<file path="config.mk">
export PLATFORM = sky130hd
export DESIGN_NAME = spi_config_top
export DESIGN_NICKNAME = d
export VERILOG_FILES = /design/src/common/spi_cfg_pkg.sv /design/src/common/cfg_bus_if.sv /design/src/core/cfg_regs.sv /design/src/core/spi_config_top.sv
export SDC_FILE = /design/constraint.sdc
export NUM_CORES = 1
export LEC_CHECK = 0
export ABC_AREA = 1
export BUFFER_PORTS_ARGS = -buffer_cell sky130_fd_sc_hd__buf_4
export CORE_MARGIN = 2
export CORE_UTILIZATION = 55
export CTS_CLUSTER_SIZE = 24
export DETAILED_ROUTE_END_ITERATION = 10
export PLACE_DENSITY = 0.72
export SLEW_MARGIN = 20
export SYNTH_ARGS = -nofsm -noshare
export SYNTH_HDL_FRONTEND = slang
export SYNTH_HIERARCHICAL = 1
export SYNTH_SLANG_ARGS = --single-unit
</file>
<file path="constraint.sdc">
create_clock -name clk -period 2.6 [get_ports clk]
set_input_delay 0.26 -clock clk [delete_from_list [all_inputs] [get_ports clk]]
set_output_delay 0.26 -clock clk [all_outputs]
set_load 0.03 [all_outputs]
</file>
<file path="src/common/spi_cfg_pkg.sv">
// Constants, types and helpers shared by the serial configuration port files.
package spi_cfg_pkg;

  // ----------------------------------------------------------------------------
  // Frame layout
  // ----------------------------------------------------------------------------
  localparam int ADDR_W = 15;
  localparam int WORD_W = 16;
  localparam int DATA_W = 8;
  localparam logic [3:0] INSTR_LAST = 4'hF;
  localparam logic [3:0] DATA_LAST = 4'h7;
  localparam int RW_BIT = 15;

  // ----------------------------------------------------------------------------
  // Register map
  // ----------------------------------------------------------------------------
  localparam logic [ADDR_W-1:0] ADDR_SETUP_A = 15'h0000;
  localparam logic [ADDR_W-1:0] ADDR_SETUP_B = 15'h0001;
  localparam logic [DATA_W-1:0] SETUP_A_RESET = 8'h00;
  localparam logic [DATA_W-1:0] SETUP_B_RESET = 8'h00;
  localparam int A_SOFT_RST_HI = 7;
  localparam int A_LSB_FIRST_M = 6;
  localparam int A_ASCEND_M = 5;
  localparam int A_ASCEND = 2;
  localparam int A_LSB_FIRST = 1;
  localparam int A_SOFT_RST_LO = 0;
  localparam int B_SINGLE = 7;
  localparam int B_DP_RST = 1;

  // ----------------------------------------------------------------------------
  // Timing
  // ----------------------------------------------------------------------------
  localparam int CLK_HZ = 20000000;
  localparam int BOOT_WAIT_MS = 5;
  localparam int BOOT_WAIT_CYCLES = (BOOT_WAIT_MS * CLK_HZ + 999) / 1000;

  typedef enum logic [3:0] {
    ST_IDLE = 4'b0001,
    ST_INSTR = 4'b0010,
    ST_DATA = 4'b0100,
    ST_HOLD = 4'b1000
  } frame_state_t;

  // Shifts one serial bit into the receive word in the selected order.
  function automatic logic [WORD_W-1:0] shift_in(logic [WORD_W-1:0] sh, logic b, logic lsb);
    if (lsb) begin
      return {b, sh[WORD_W-1:1]};
    end
    return {sh[WORD_W-2:0], b};
  endfunction

  // Picks the received byte out of the receive word.
  function automatic logic [DATA_W-1:0] rx_byte(logic [WORD_W-1:0] sh, logic lsb);
    if (lsb) begin
      return sh[WORD_W-1:DATA_W];
    end
    return sh[DATA_W-1:0];
  endfunction

endpackage

</file>
<file path="src/common/cfg_bus_if.sv">
// Internal bus between the serial frame logic and the configuration registers.
`timescale 1ns/1ns
interface cfg_bus_if;
  logic wr_en;
  logic [14:0] waddr;
  logic [14:0] raddr;
  logic [7:0] wdata;
  logic [7:0] rdata;
  logic clr;
  logic soft_req;
  logic lsb_first;
  logic addr_ascend;
  logic single_instr;
  logic dp_reset;

  modport port (
    output wr_en, waddr, raddr, wdata, clr,
    input rdata, soft_req, lsb_first, addr_ascend, single_instr, dp_reset
  );
  modport regs (
    input wr_en, waddr, raddr, wdata, clr,
    output rdata, soft_req, lsb_first, addr_ascend, single_instr, dp_reset
  );
endinterface

</file>
<file path="src/core/cfg_regs.sv">
// The two serial port setup registers and their self-clearing controls.
`timescale 1ns/1ns
module cfg_regs
  import spi_cfg_pkg::*;
(
  // Clock and reset
  input wire logic clk,
  input wire logic rstn,
  // Register bus
  cfg_bus_if.regs bus
);

  logic lsb_q, lsb_d;
  logic asc_q, asc_d;
  logic single_q, single_d;
  logic dp_q, dp_d;
  logic soft_q, soft_d;
  logic wr_a, wr_b;

  assign wr_a = bus.wr_en && (bus.waddr == ADDR_SETUP_A);
  assign wr_b = bus.wr_en && (bus.waddr == ADDR_SETUP_B);

  always_comb begin
    lsb_d = lsb_q;
    asc_d = asc_q;
    single_d = single_q;
    soft_d = soft_q;
    dp_d = 1'b0;
    if (bus.clr) begin
      lsb_d = SETUP_A_RESET[A_LSB_FIRST];
      asc_d = SETUP_A_RESET[A_ASCEND];
      single_d = SETUP_B_RESET[B_SINGLE];
      soft_d = 1'b0;
    end
    if (wr_a) begin
      // Either mirror copy may be written; a one in either selects the option.
      lsb_d = bus.wdata[A_LSB_FIRST_M] | bus.wdata[A_LSB_FIRST];
      asc_d = bus.wdata[A_ASCEND_M] | bus.wdata[A_ASCEND];
      // Set wins over a clear in the same cycle.
      if (bus.wdata[A_SOFT_RST_HI] || bus.wdata[A_SOFT_RST_LO]) begin
        soft_d = 1'b1;
      end
    end
    if (wr_b) begin
      single_d = bus.wdata[B_SINGLE];
      dp_d = bus.wdata[B_DP_RST];
    end
  end

  always_ff @(posedge clk or negedge rstn) begin
    if (!rstn) begin
      lsb_q <= 1'b0;
      asc_q <= 1'b0;
      single_q <= 1'b0;
      dp_q <= 1'b0;
      soft_q <= 1'b0;
    end else begin
      lsb_q <= lsb_d;
      asc_q <= asc_d;
      single_q <= single_d;
      dp_q <= dp_d;
      soft_q <= soft_d;
    end
  end

  // Self-clearing bits always read back as zero.
  always_comb begin
    bus.rdata = 8'h00;
    if (bus.raddr == ADDR_SETUP_A) begin
      bus.rdata[A_LSB_FIRST_M] = lsb_q;
      bus.rdata[A_LSB_FIRST] = lsb_q;
      bus.rdata[A_ASCEND_M] = asc_q;
      bus.rdata[A_ASCEND] = asc_q;
    end else if (bus.raddr == ADDR_SETUP_B) begin
      bus.rdata[B_SINGLE] = single_q;
    end
  end

  assign bus.soft_req = soft_q;
  assign bus.lsb_first = lsb_q;
  assign bus.addr_ascend = asc_q;
  assign bus.single_instr = single_q;
  assign bus.dp_reset = dp_q;

  AST_DP_RST_PULSE: assert property (@(posedge clk) disable iff (!rstn)
    wr_b && bus.wdata[B_DP_RST] |=> bus.dp_reset ##1 !bus.dp_reset)
    else $error("datapath reset did not pulse for exactly one cycle");
  AST_SOFT_BITS_ZERO: assert property (@(posedge clk) disable iff (!rstn)
    bus.raddr == ADDR_SETUP_A |-> !bus.rdata[A_SOFT_RST_HI] && !bus.rdata[A_SOFT_RST_LO])
    else $error("soft reset bit did not read back as zero");
  AST_MIRROR_READ: assert property (@(posedge clk) disable iff (!rstn)
    bus.raddr == ADDR_SETUP_A |-> bus.rdata[A_LSB_FIRST_M] == bus.rdata[A_LSB_FIRST])
    else $error("bit order mirror copies differ");

endmodule // cfg_regs

</file>
<file path="src/core/spi_config_top.sv">
// Serial control port: frame decoding, bit order, streaming and soft resets.
`timescale 1ns/1ns
//
// How it works
// Writing 1 to bit 7 or bit 0 of setup A resets the port and all registers and self-clears.
// The host waits 5 ms after a soft reset before writing other registers; boot_busy shows it.
// Bit 6, mirrored in bit 1, of setup A selects LSB first when 1 and MSB first when 0.
// Multibyte transfers auto-increment the address whatever the ascension bits hold.
// Bit 7 of setup B at 1 limits a transaction to one byte; at 0 streaming is allowed.
// Writing 1 to bit 1 of setup B pulses the datapath reset and the bit self-clears.
// A soft reset written by the host takes effect once chip select is released.
module spi_config_top
  import spi_cfg_pkg::*;
#(
  parameter int BOOT_CYCLES = BOOT_WAIT_CYCLES
) (
  // Clock and reset
  input wire logic clk,
  input wire logic rstn,
  // Serial pins
  input wire logic serial_clk,
  input wire logic serial_select_n,
  input wire logic serial_din,
  output logic serial_dout,
  output logic serial_dout_oe_n,
  // Controls to the rest of the device
  output logic lsb_first,
  output logic addr_ascend,
  output logic single_instr,
  output logic datapath_reset,
  output logic port_reset,
  output logic boot_busy
);

  localparam int BOOT_W = $clog2(BOOT_CYCLES + 1);

  cfg_bus_if bus ();

  cfg_regs u_regs (
    .clk(clk),
    .rstn(rstn),
    .bus(bus)
  );

  // ----------------------------------------------------------------------------
  // Pin synchronisers
  // ----------------------------------------------------------------------------
  logic sclk_m_q, sclk_s_q, sclk_p_q;
  logic seln_m_q, seln_s_q, seln_p_q;
  logic din_m_q, din_s_q;

  always_ff @(posedge clk or negedge rstn) begin
    if (!rstn) begin
      sclk_m_q <= 1'b0;
      sclk_s_q <= 1'b0;
      sclk_p_q <= 1'b0;
      seln_m_q <= 1'b1;
      seln_s_q <= 1'b1;
      seln_p_q <= 1'b1;
      din_m_q <= 1'b0;
      din_s_q <= 1'b0;
    end else begin
      sclk_m_q <= serial_clk;
      sclk_s_q <= sclk_m_q;
      sclk_p_q <= sclk_s_q;
      seln_m_q <= serial_select_n;
      seln_s_q <= seln_m_q;
      seln_p_q <= seln_s_q;
      din_m_q <= serial_din;
      din_s_q <= din_m_q;
    end
  end

  logic sclk_rise, sclk_fall, selected, sel_end;
  assign sclk_rise = sclk_s_q && !sclk_p_q;
  assign sclk_fall = !sclk_s_q && sclk_p_q;
  assign selected = !seln_s_q;
  assign sel_end = seln_s_q && !seln_p_q;

  // ----------------------------------------------------------------------------
  // Frame logic
  // ----------------------------------------------------------------------------
  frame_state_t state_q, state_d;
  logic [3:0] cnt_q, cnt_d;
  logic [WORD_W-1:0] sh_q, sh_d;
  logic [ADDR_W-1:0] addr_q, addr_d;
  logic [DATA_W-1:0] tx_q, tx_d;
  logic rd_q, rd_d;
  logic dout_q, dout_d;
  logic oe_n_q, oe_n_d;
  logic soft_q, soft_d;
  logic wr_en;
  logic [DATA_W-1:0] wdata;
  logic byte_done;

  always_comb begin
    state_d = state_q;
    cnt_d = cnt_q;
    sh_d = sh_q;
    addr_d = addr_q;
    tx_d = tx_q;
    rd_d = rd_q;
    dout_d = dout_q;
    wr_en = 1'b0;
    wdata = 8'h00;
    byte_done = 1'b0;
    if (sclk_rise) begin
      sh_d = shift_in(sh_q, din_s_q, bus.lsb_first);
    end
    case (state_q)
      ST_IDLE: begin
        cnt_d = 4'h0;
        if (selected) begin
          state_d = ST_INSTR;
        end
      end
      ST_INSTR: begin
        if (sclk_rise) begin
          cnt_d = cnt_q + 4'h1;
          if (cnt_q == INSTR_LAST) begin
            rd_d = sh_d[RW_BIT];
            addr_d = sh_d[ADDR_W-1:0];
            state_d = ST_DATA;
            cnt_d = 4'h0;
            tx_d = bus.rdata;
          end
        end
      end
      ST_DATA: begin
        if (sclk_rise) begin
          cnt_d = cnt_q + 4'h1;
          if (cnt_q == DATA_LAST) begin
            byte_done = 1'b1;
            cnt_d = 4'h0;
            wr_en = !rd_q;
            wdata = rx_byte(sh_d, bus.lsb_first);
            if (bus.single_instr) begin
              state_d = ST_HOLD;
            end else begin
              // Both ascension settings increment, so the bits steer nothing here.
              addr_d = addr_q + 15'h0001;
              tx_d = bus.rdata;
            end
          end
        end else if (sclk_fall && rd_q) begin
          dout_d = bus.lsb_first ? tx_q[0] : tx_q[DATA_W-1];
          tx_d = bus.lsb_first ? {1'b0, tx_q[DATA_W-1:1]} : {tx_q[DATA_W-2:0], 1'b0};
        end
      end
      ST_HOLD: begin
        cnt_d = 4'h0;
      end
      default: begin
        state_d = ST_IDLE;
      end
    endcase
    if (!selected || soft_q) begin
      state_d = ST_IDLE;
      cnt_d = 4'h0;
    end
  end

  // Read data is looked up at the address the frame moves to, so the byte is ready
  // before its first falling edge.
  assign bus.raddr = addr_d;
  assign bus.waddr = addr_q;
  assign bus.wr_en = wr_en;
  assign bus.wdata = wdata;

  // The port drives its output only while a read transfers data bytes.
  assign oe_n_d = !((state_d == ST_DATA) && rd_d);
  // The reset waits for chip select to rise so the write that carries it ends cleanly.
  assign soft_d = sel_end && bus.soft_req;
  assign bus.clr = soft_q;

  always_ff @(posedge clk or negedge rstn) begin
    if (!rstn) begin
      state_q <= ST_IDLE;
      cnt_q <= 4'h0;
      sh_q <= 16'h0000;
      addr_q <= 15'h0000;
      tx_q <= 8'h00;
      rd_q <= 1'b0;
      dout_q <= 1'b0;
      oe_n_q <= 1'b1;
      soft_q <= 1'b0;
    end else begin
      state_q <= state_d;
      cnt_q <= cnt_d;
      sh_q <= sh_d;
      addr_q <= addr_d;
      tx_q <= tx_d;
      rd_q <= rd_d;
      dout_q <= dout_d;
      oe_n_q <= oe_n_d;
      soft_q <= soft_d;
    end
  end

  // ----------------------------------------------------------------------------
  // Boot wait after a soft reset
  // ----------------------------------------------------------------------------
  // The wait is only reported; writes during it are not blocked, the host must hold off.
  logic [BOOT_W-1:0] boot_q, boot_d;
  logic busy_q, busy_d;

  always_comb begin
    boot_d = boot_q;
    if (soft_q) begin
      boot_d = BOOT_W'(BOOT_CYCLES);
    end else if (boot_q != '0) begin
      boot_d = boot_q - BOOT_W'(1);
    end
    busy_d = (boot_d != '0);
  end

  always_ff @(posedge clk or negedge rstn) begin
    if (!rstn) begin
      boot_q <= '0;
      busy_q <= 1'b0;
    end else begin
      boot_q <= boot_d;
      busy_q <= busy_d;
    end
  end

  assign serial_dout = dout_q;
  assign serial_dout_oe_n = oe_n_q;
  assign lsb_first = bus.lsb_first;
  assign addr_ascend = bus.addr_ascend;
  assign single_instr = bus.single_instr;
  assign datapath_reset = bus.dp_reset;
  assign port_reset = soft_q;
  assign boot_busy = busy_q;

  // ----------------------------------------------------------------------------
  // Checks
  // ----------------------------------------------------------------------------
  AST_RESET_AFTER_SELECT: assert property (@(posedge clk) disable iff (!rstn)
    port_reset |-> !selected && $past(bus.soft_req))
    else $error("soft reset fired while chip select was active");
  AST_RESET_CLEARS: assert property (@(posedge clk) disable iff (!rstn)
    port_reset |=> !lsb_first && !single_instr && !addr_ascend && state_q == ST_IDLE)
    else $error("soft reset left registers or frame state set");
  AST_LSB_LAST_BIT: assert property (@(posedge clk) disable iff (!rstn)
    wr_en && lsb_first |-> wdata[DATA_W-1] == din_s_q)
    else $error("LSB first byte assembled in wrong order");
  AST_MSB_LAST_BIT: assert property (@(posedge clk) disable iff (!rstn)
    wr_en && !lsb_first |-> wdata[0] == din_s_q)
    else $error("MSB first byte assembled in wrong order");
  AST_ADDR_INC: assert property (@(posedge clk) disable iff (!rstn)
    byte_done && !single_instr && selected && !soft_q |=> addr_q == $past(addr_q) + 15'h0001)
    else $error("address did not increment after a streamed byte");
  AST_SINGLE_HOLD: assert property (@(posedge clk) disable iff (!rstn)
    byte_done && single_instr && selected |=> state_q == ST_HOLD && !wr_en)
    else $error("single instruction mode kept transferring");
  AST_BOOT_BUSY: assert property (@(posedge clk) disable iff (!rstn)
    port_reset |=> boot_busy [*8])
    else $error("boot wait not reported after soft reset");

  COV_SOFT_RESET: cover property (@(posedge clk) disable iff (!rstn) port_reset);
  COV_STREAM_READ: cover property (@(posedge clk) disable iff (!rstn)
    byte_done && rd_q && !single_instr ##[1:400] byte_done && rd_q);
  COV_SINGLE_HOLD: cover property (@(posedge clk) disable iff (!rstn) state_q == ST_HOLD);
  COV_DP_RESET: cover property (@(posedge clk) disable iff (!rstn) datapath_reset);

endmodule // spi_config_top

</file>
==> results of run 1 <==
state kept, by name, indices dropped and copies added (netlist names), 4 cells and up:
| name | flops |
|---|---|
| sh_q | 16 |
| state_q | 4 |
| addr_q | 15 |
| boot_q | 17 |
| cnt_q | 4 |
| tx_q | 8 |
final cells by class:
class	count	area share
clock buffer	13	0.0251
clock inverter	3	0.0118
inverter	92	0.0628
multi-input combinational	451	0.427
sequential	82	0.372
tap	108	0.0244
timing repair buffer	54	0.0773
cells in the final DEF (no fill, tap or decap), types with 2 or more instances in the layout:
master       n
buf_4       50
nand3b_1     4
nor2_4       7
buf_6        2
nand4_1     10
nand3_1     44
nor4_1       3
inv_2        5
nand2_2     10
o21ai_1      3
nor3_1       6
o221ai_1     8
dfstp_2      5
bufinv_16    2
o21a_1       5
clkbuf_8     9
nor2_2      10
a22oi_1      5
nand2_1    126
o2111ai_1    2
o21ai_0     49
ha_1         3
nor3_2       4
conb_1       3
o211ai_1     2
nand2_4      2
xor2_1       8
inv_1       86
clkbuf_1     4
o21ai_2      6
or2_2        3
a21oi_1     36
dfrtp_1     77
nor2_1      76
or2_1        2
nand3_2      5
layer usage:
metal  vias up  wire length (um)  track usage  share of wire
met3        27               543       0.0415          0.047
met5         -                 0            0              0
li1       2181                 -            -              -
met4         0               339        0.100          0.029
met1      2092              5340        0.349           0.46
met2       124              5350        0.386           0.46
worst max path at each step:
stage / from / endpoint / slack [ps]
finish: cnt_q[1] / tx_q[7] / -130
detailed placement: cnt_q[1] / tx_q[6] / -20
global placement: cnt_q[0] / tx_q[7] / 80
global route: cnt_q[1] / tx_q[2] / -280
floorplan: u_regs/bus.lsb_first / tx_q[5] / 200
CTS: cnt_q[1] / tx_q[7] / -5
worst max-delay path, stage by stage (launching register included):
cell and delay (ps):
dfrtp_1 380, ha_2 200, nand2_2 60, inv_2 80
nand2_4 50, nor3_4 290, buf_4 220, inv_1 80
nor2_1 130, o221ai_1 180, buf_4 180, nor3_1 240
nand3_1 140, nor2_1 170, o21a_1 160, nand2_2 60
o21ai_2 60
power groups by stage:
stage	clock network (mW)	registers, mW	logic, mW
after global placement	0	1.40	0.195
after detailed placement	0	1.40	0.201
after CTS	1.00	1.37	0.201
final	0.977	1.37	0.204
after floorplan	0	1.39	0.126
after global routing	1.05	1.38	0.234
timing repair:
item,in CTS,in global routing
hold endpoints to repair,0,1
resized for setup,2,15
buffers inserted,0,2
hold buffers,0,1
setup endpoints to repair,4,5
pin swaps,1,15
==> impl_metrics.tcl, run 1 <==
set metrics [dict create \
    outcome "finished, violations left" \
    violations "hold timing, setup timing" \
    r2r_start "cnt_q[1]" \
    cp.arrival_ps 3020 \
    place_congestion 0.979 \
    path_class "flop to flop" \
    die_area_um2 9610 \
    avgSynthCellArea_um2 7.51 \
    die_w_um 98.0 \
    fillers 762 \
    rsz0062_at_grt "yes" \
    start_kind "flop" \
    drv_slew 0 \
    r2r_end "tx_q[7]" \
    cellInternalPower_mw 1.94 \
    dp_hpwl_um 8520 \
    grt_usage 0.249 \
    cts_sinks 82 \
    layout.cells.non_filler 803 \
    slew_headroom 0.518 \
    switchingPower_mw 0.610 \
    p_total_mw 2.55 \
    crit_required_ps 2890 \
    grt_pass1_vias 4215 \
    synth_warnings 6 \
    regArea_um2 2060 \
    drt_iter0_drc 299 \
    rrSetupSlack_ps -130 \
    antenna_found_initial 0 \
    numCtsBuffers 9 \
    switching_share 0.239 \
    worst_pin_slew_ps 723 \
    finalWorstSetupSlack_ps -130 \
    areaGrowthSynthToFinish_pct 13.8 \
    vias 4424 \
    n_antenna_cell 0 \
    multi_input_area_um2 2360 \
    hold_path_class "primary input to async pin" \
    worstRegToRegCells 16 \
    root_buffer "clkbuf_8" \
    timing.hold.ws_ps -65.2 \
    dpl.cell_count 784 \
    maxCapViolations 0 \
    portBuffers 12 \
    power_density_nw_per_um2 461 \
    die_h_um 98.0 \
    fin_tns_setup_ps -516 \
    drive_gt1_frac 0.184 \
    clock_path_buffers 2 \
    syn_area_um2 4860 \
    p_seq_frac 0.538 \
    grt_pass1_wl_um 19400 \
    pin_count 13 \
    drtAntennaViolNets 0 \
    synth_cells 648 \
    clock_skew_ps 16.1 \
    p_leak_nw 2.91 \
    nets 699 \
    cp-end-kind "flop" \
    placed_area_um2 5250 \
    final_area_um2 5540 \
    pre_cts_ws_ps -16.0 \
    final_util 0.641 \
    setup_violations 5 \
    htreeDepth 3 \
    rows 34 \
    viasPerCell 5.51 \
    clkPwrFrac 0.382 \
    grt_max_degree 83 \
    period_needed_ps 2730 \
    max_freq_ghz 0.366 \
    period_share 1.05 \
    comb_power_share 0.080 \
    grt_overflow 0 \
    core_area_um2 8640 \
    cts.clk_slew.worst_paths_ps 90 \
    clk_latency_ps 360 \
    hold_viol_final 77 \
    critPathMaxFanout 9 \
    drc 0 \
    routed_wl_um 11600 \
    first_pass_iters 6 \
    wl_per_cell_um 14.4 \
    cts_tree "done" \
    initial_core_util 0.563 \
    vdd_ir_drop_max_uv 291 \
]
Power figures use the tool's default switching activity.
==> run 2, diff against run 1 <==
--- a/config.mk
+++ b/config.mk
@@ -5,12 +5,13 @@
 export SDC_FILE = /design/constraint.sdc
 export NUM_CORES = 1
 export LEC_CHECK = 0
-export ABC_AREA = 1
 export BUFFER_PORTS_ARGS = -buffer_cell sky130_fd_sc_hd__buf_4
 export CORE_MARGIN = 2
 export CORE_UTILIZATION = 55
+export CTS_CLUSTER_DIAMETER = 40
 export CTS_CLUSTER_SIZE = 24
 export DETAILED_ROUTE_END_ITERATION = 10
+export GPL_ROUTABILITY_DRIVEN = 0
 export PLACE_DENSITY = 0.72
 export SLEW_MARGIN = 20
 export SYNTH_ARGS = -nofsm -noshare
==> run 2 against run 1 <==
Against the previous run:
- the run ends with setup timing left
- highest routed layer unchanged
- worst hold slack better by 420 ps
- design area fell by 0.34%
- routed wire length is 2.9% lower
- clock-buffer cell count decreased by 4
- sequential share of layout area rose by 0.13 points
- non-clock buffer count increased by 25
==> impl_metrics.tcl, run 2 <==
set metrics [dict create \
    die_area_um2 9040 \
    drive_gt1_frac 0.249 \
    nets 562 \
    areaGrowthSynthToFinish_pct 21.0 \
    drt_iter0_drc 298 \
    core_area_um2 8130 \
    drc 0 \
    portBuffers 12 \
    root_buffer "clkbuf_8" \
    viasPerCell 6.02 \
    grt_usage 0.269 \
    die_h_um 95.1 \
    placed_area_um2 5110 \
    pin_count 13 \
    final_common_cell "dfrtp_1" \
    grt_overflow 0 \
    crit_required_ps 2900 \
    vdd_ir_drop_max_uv 320 \
    routed_wl_um 11200 \
    grt_max_degree 83 \
    antenna_found_initial 0 \
    largest_reg_flops 17 \
    rsz0062_at_grt "yes" \
    avgSynthCellArea_um2 9.36 \
    top_register "boot_q" \
    clk_latency_ps 370 \
    drv_slew 0 \
    n_antenna_cell 0 \
    clock_skew_ps 14.0 \
    cts_tree "done" \
    reg_top3 "boot_q x17, sh_q x16, addr_q x15" \
    htreeDepth 3 \
    rows 33 \
    synth_cells 487 \
    grt_pass1_wl_um 18600 \
    final_area_um2 5520 \
    timing.hold.ws_ps 357 \
    wl_per_cell_um 16.9 \
    syn_area_um2 4560 \
    cp.arrival_ps 3040 \
    start_kind "flop" \
    setup_violations 5 \
    finalWorstSetupSlack_ps -135 \
    violations "setup timing" \
    power_density_nw_per_um2 486 \
    drtAntennaViolNets 0 \
    p_leak_nw 2.48 \
    cts_sinks 82 \
    dp_hpwl_um 8010 \
    critPathMaxFanout 6 \
    max_freq_ghz 0.366 \
    rrSetupSlack_ps -130 \
    layout_common_cells "dfrtp_1 (77), nand2_1 (73), buf_4 (73), o21ai_0 (37), nor2_1 (31)" \
    path_class "flop to flop" \
    vias 3989 \
    outcome "finished, violations left" \
    hold_viol_final 0 \
    grt_pass1_vias 3765 \
    numCtsBuffers 9 \
    hold_path_class "flop to flop" \
    first_pass_iters 4 \
    die_w_um 95.1 \
    slew_headroom 0.503 \
    initial_core_util 0.561 \
    cts.clk_slew.worst_paths_ps 100 \
    cp-end-kind "flop" \
    period_share 1.05 \
    maxCapViolations 0 \
    p_total_mw 2.68 \
    worst_pin_slew_ps 745 \
    synth_warnings 6 \
    period_needed_ps 2730 \
    clock_path_buffers 2 \
]
-- run 2: per-layer routing --
layer	vias to the layer above	GRT usage	wire, um
met4	0	0.147	437
li1	1903	-	-
met2	120	0.400	5090
met1	1931	0.377	5130
met3	35	0.0443	571
met5	-	0	0
-- run 2: power breakdown --
| group | internal [mW] | leakage [nW] | switching (mW) | total, mW |
|---|---|---|---|---|
| logic | 0.0830 | 1.27 | 0.132 | 0.215 |
| registers | 1.34 | 1.09 | 0.0486 | 1.38 |
| clock network | 0.561 | 0.114 | 0.524 | 1.09 |
| total | 1.98 | 2.48 | 0.705 | 2.68 |
-- run 2: worst max-delay path, cell delays in order, from the launching register on --
cell and delay [ps]:
dfrtp_1 370, ha_2 170, and4b_2 300, nand4_1 210
nor2_1 180, nand3_1 100, xor2_1 200, o221ai_2 140
nor4_2 280, nand3_2 180, nor4bb_4 310, o21ai_1 100
o21ai_1 110
-- run 2: through the flow --
stage / worst slack [ps] / util / TNS, ps / cells
after floorplan: -48.0 / - / -77.1 / 489
after global placement: -164 / 0.628 / -561 / 638
after detailed placement: -347 / 0.628 / -1120 / 638
after CTS: -103 / 0.670 / -413 / 658
after global routing: -349 / 0.678 / -1990 / 663
final: -135 / 0.678 / -630 / 663
-- run 2: final cells by class --
type                            count  area (um^2)
Fill cell                         638         2620
Multi-Input combinational cell    372         2450
Sequential cell                    82         2060
Timing Repair Buffer               79          611
Tap cell                          105          131
Clock buffer                        9          124
Clock inverter                      7          108
Inverter                            9         33.8
-- run 2: timing repair --
item,4_1_cts,5_1_grt
pin swaps,15,14
endpoints found under the hold margin,3,14
setup endpoints to repair,5,9
hold buffers,3,1
setup buffers,1,4
gates resized for setup,20,9
-- run 2: path summary, 6_finish.rpt --
check	startpoint	endpoint	cells past startpoint
worst min-delay path	sclk_m_q	sclk_s_q	0
worst max-delay path	cnt_q[0]	tx_q[1]	12
min in group asynchronous	rstn	state_q[1]	2
worst min register to register	sclk_m_q	sclk_s_q	0
worst max register to register	cnt_q[0]	tx_q[1]	12
max in group asynchronous	rstn	u_regs/bus.soft_req	2
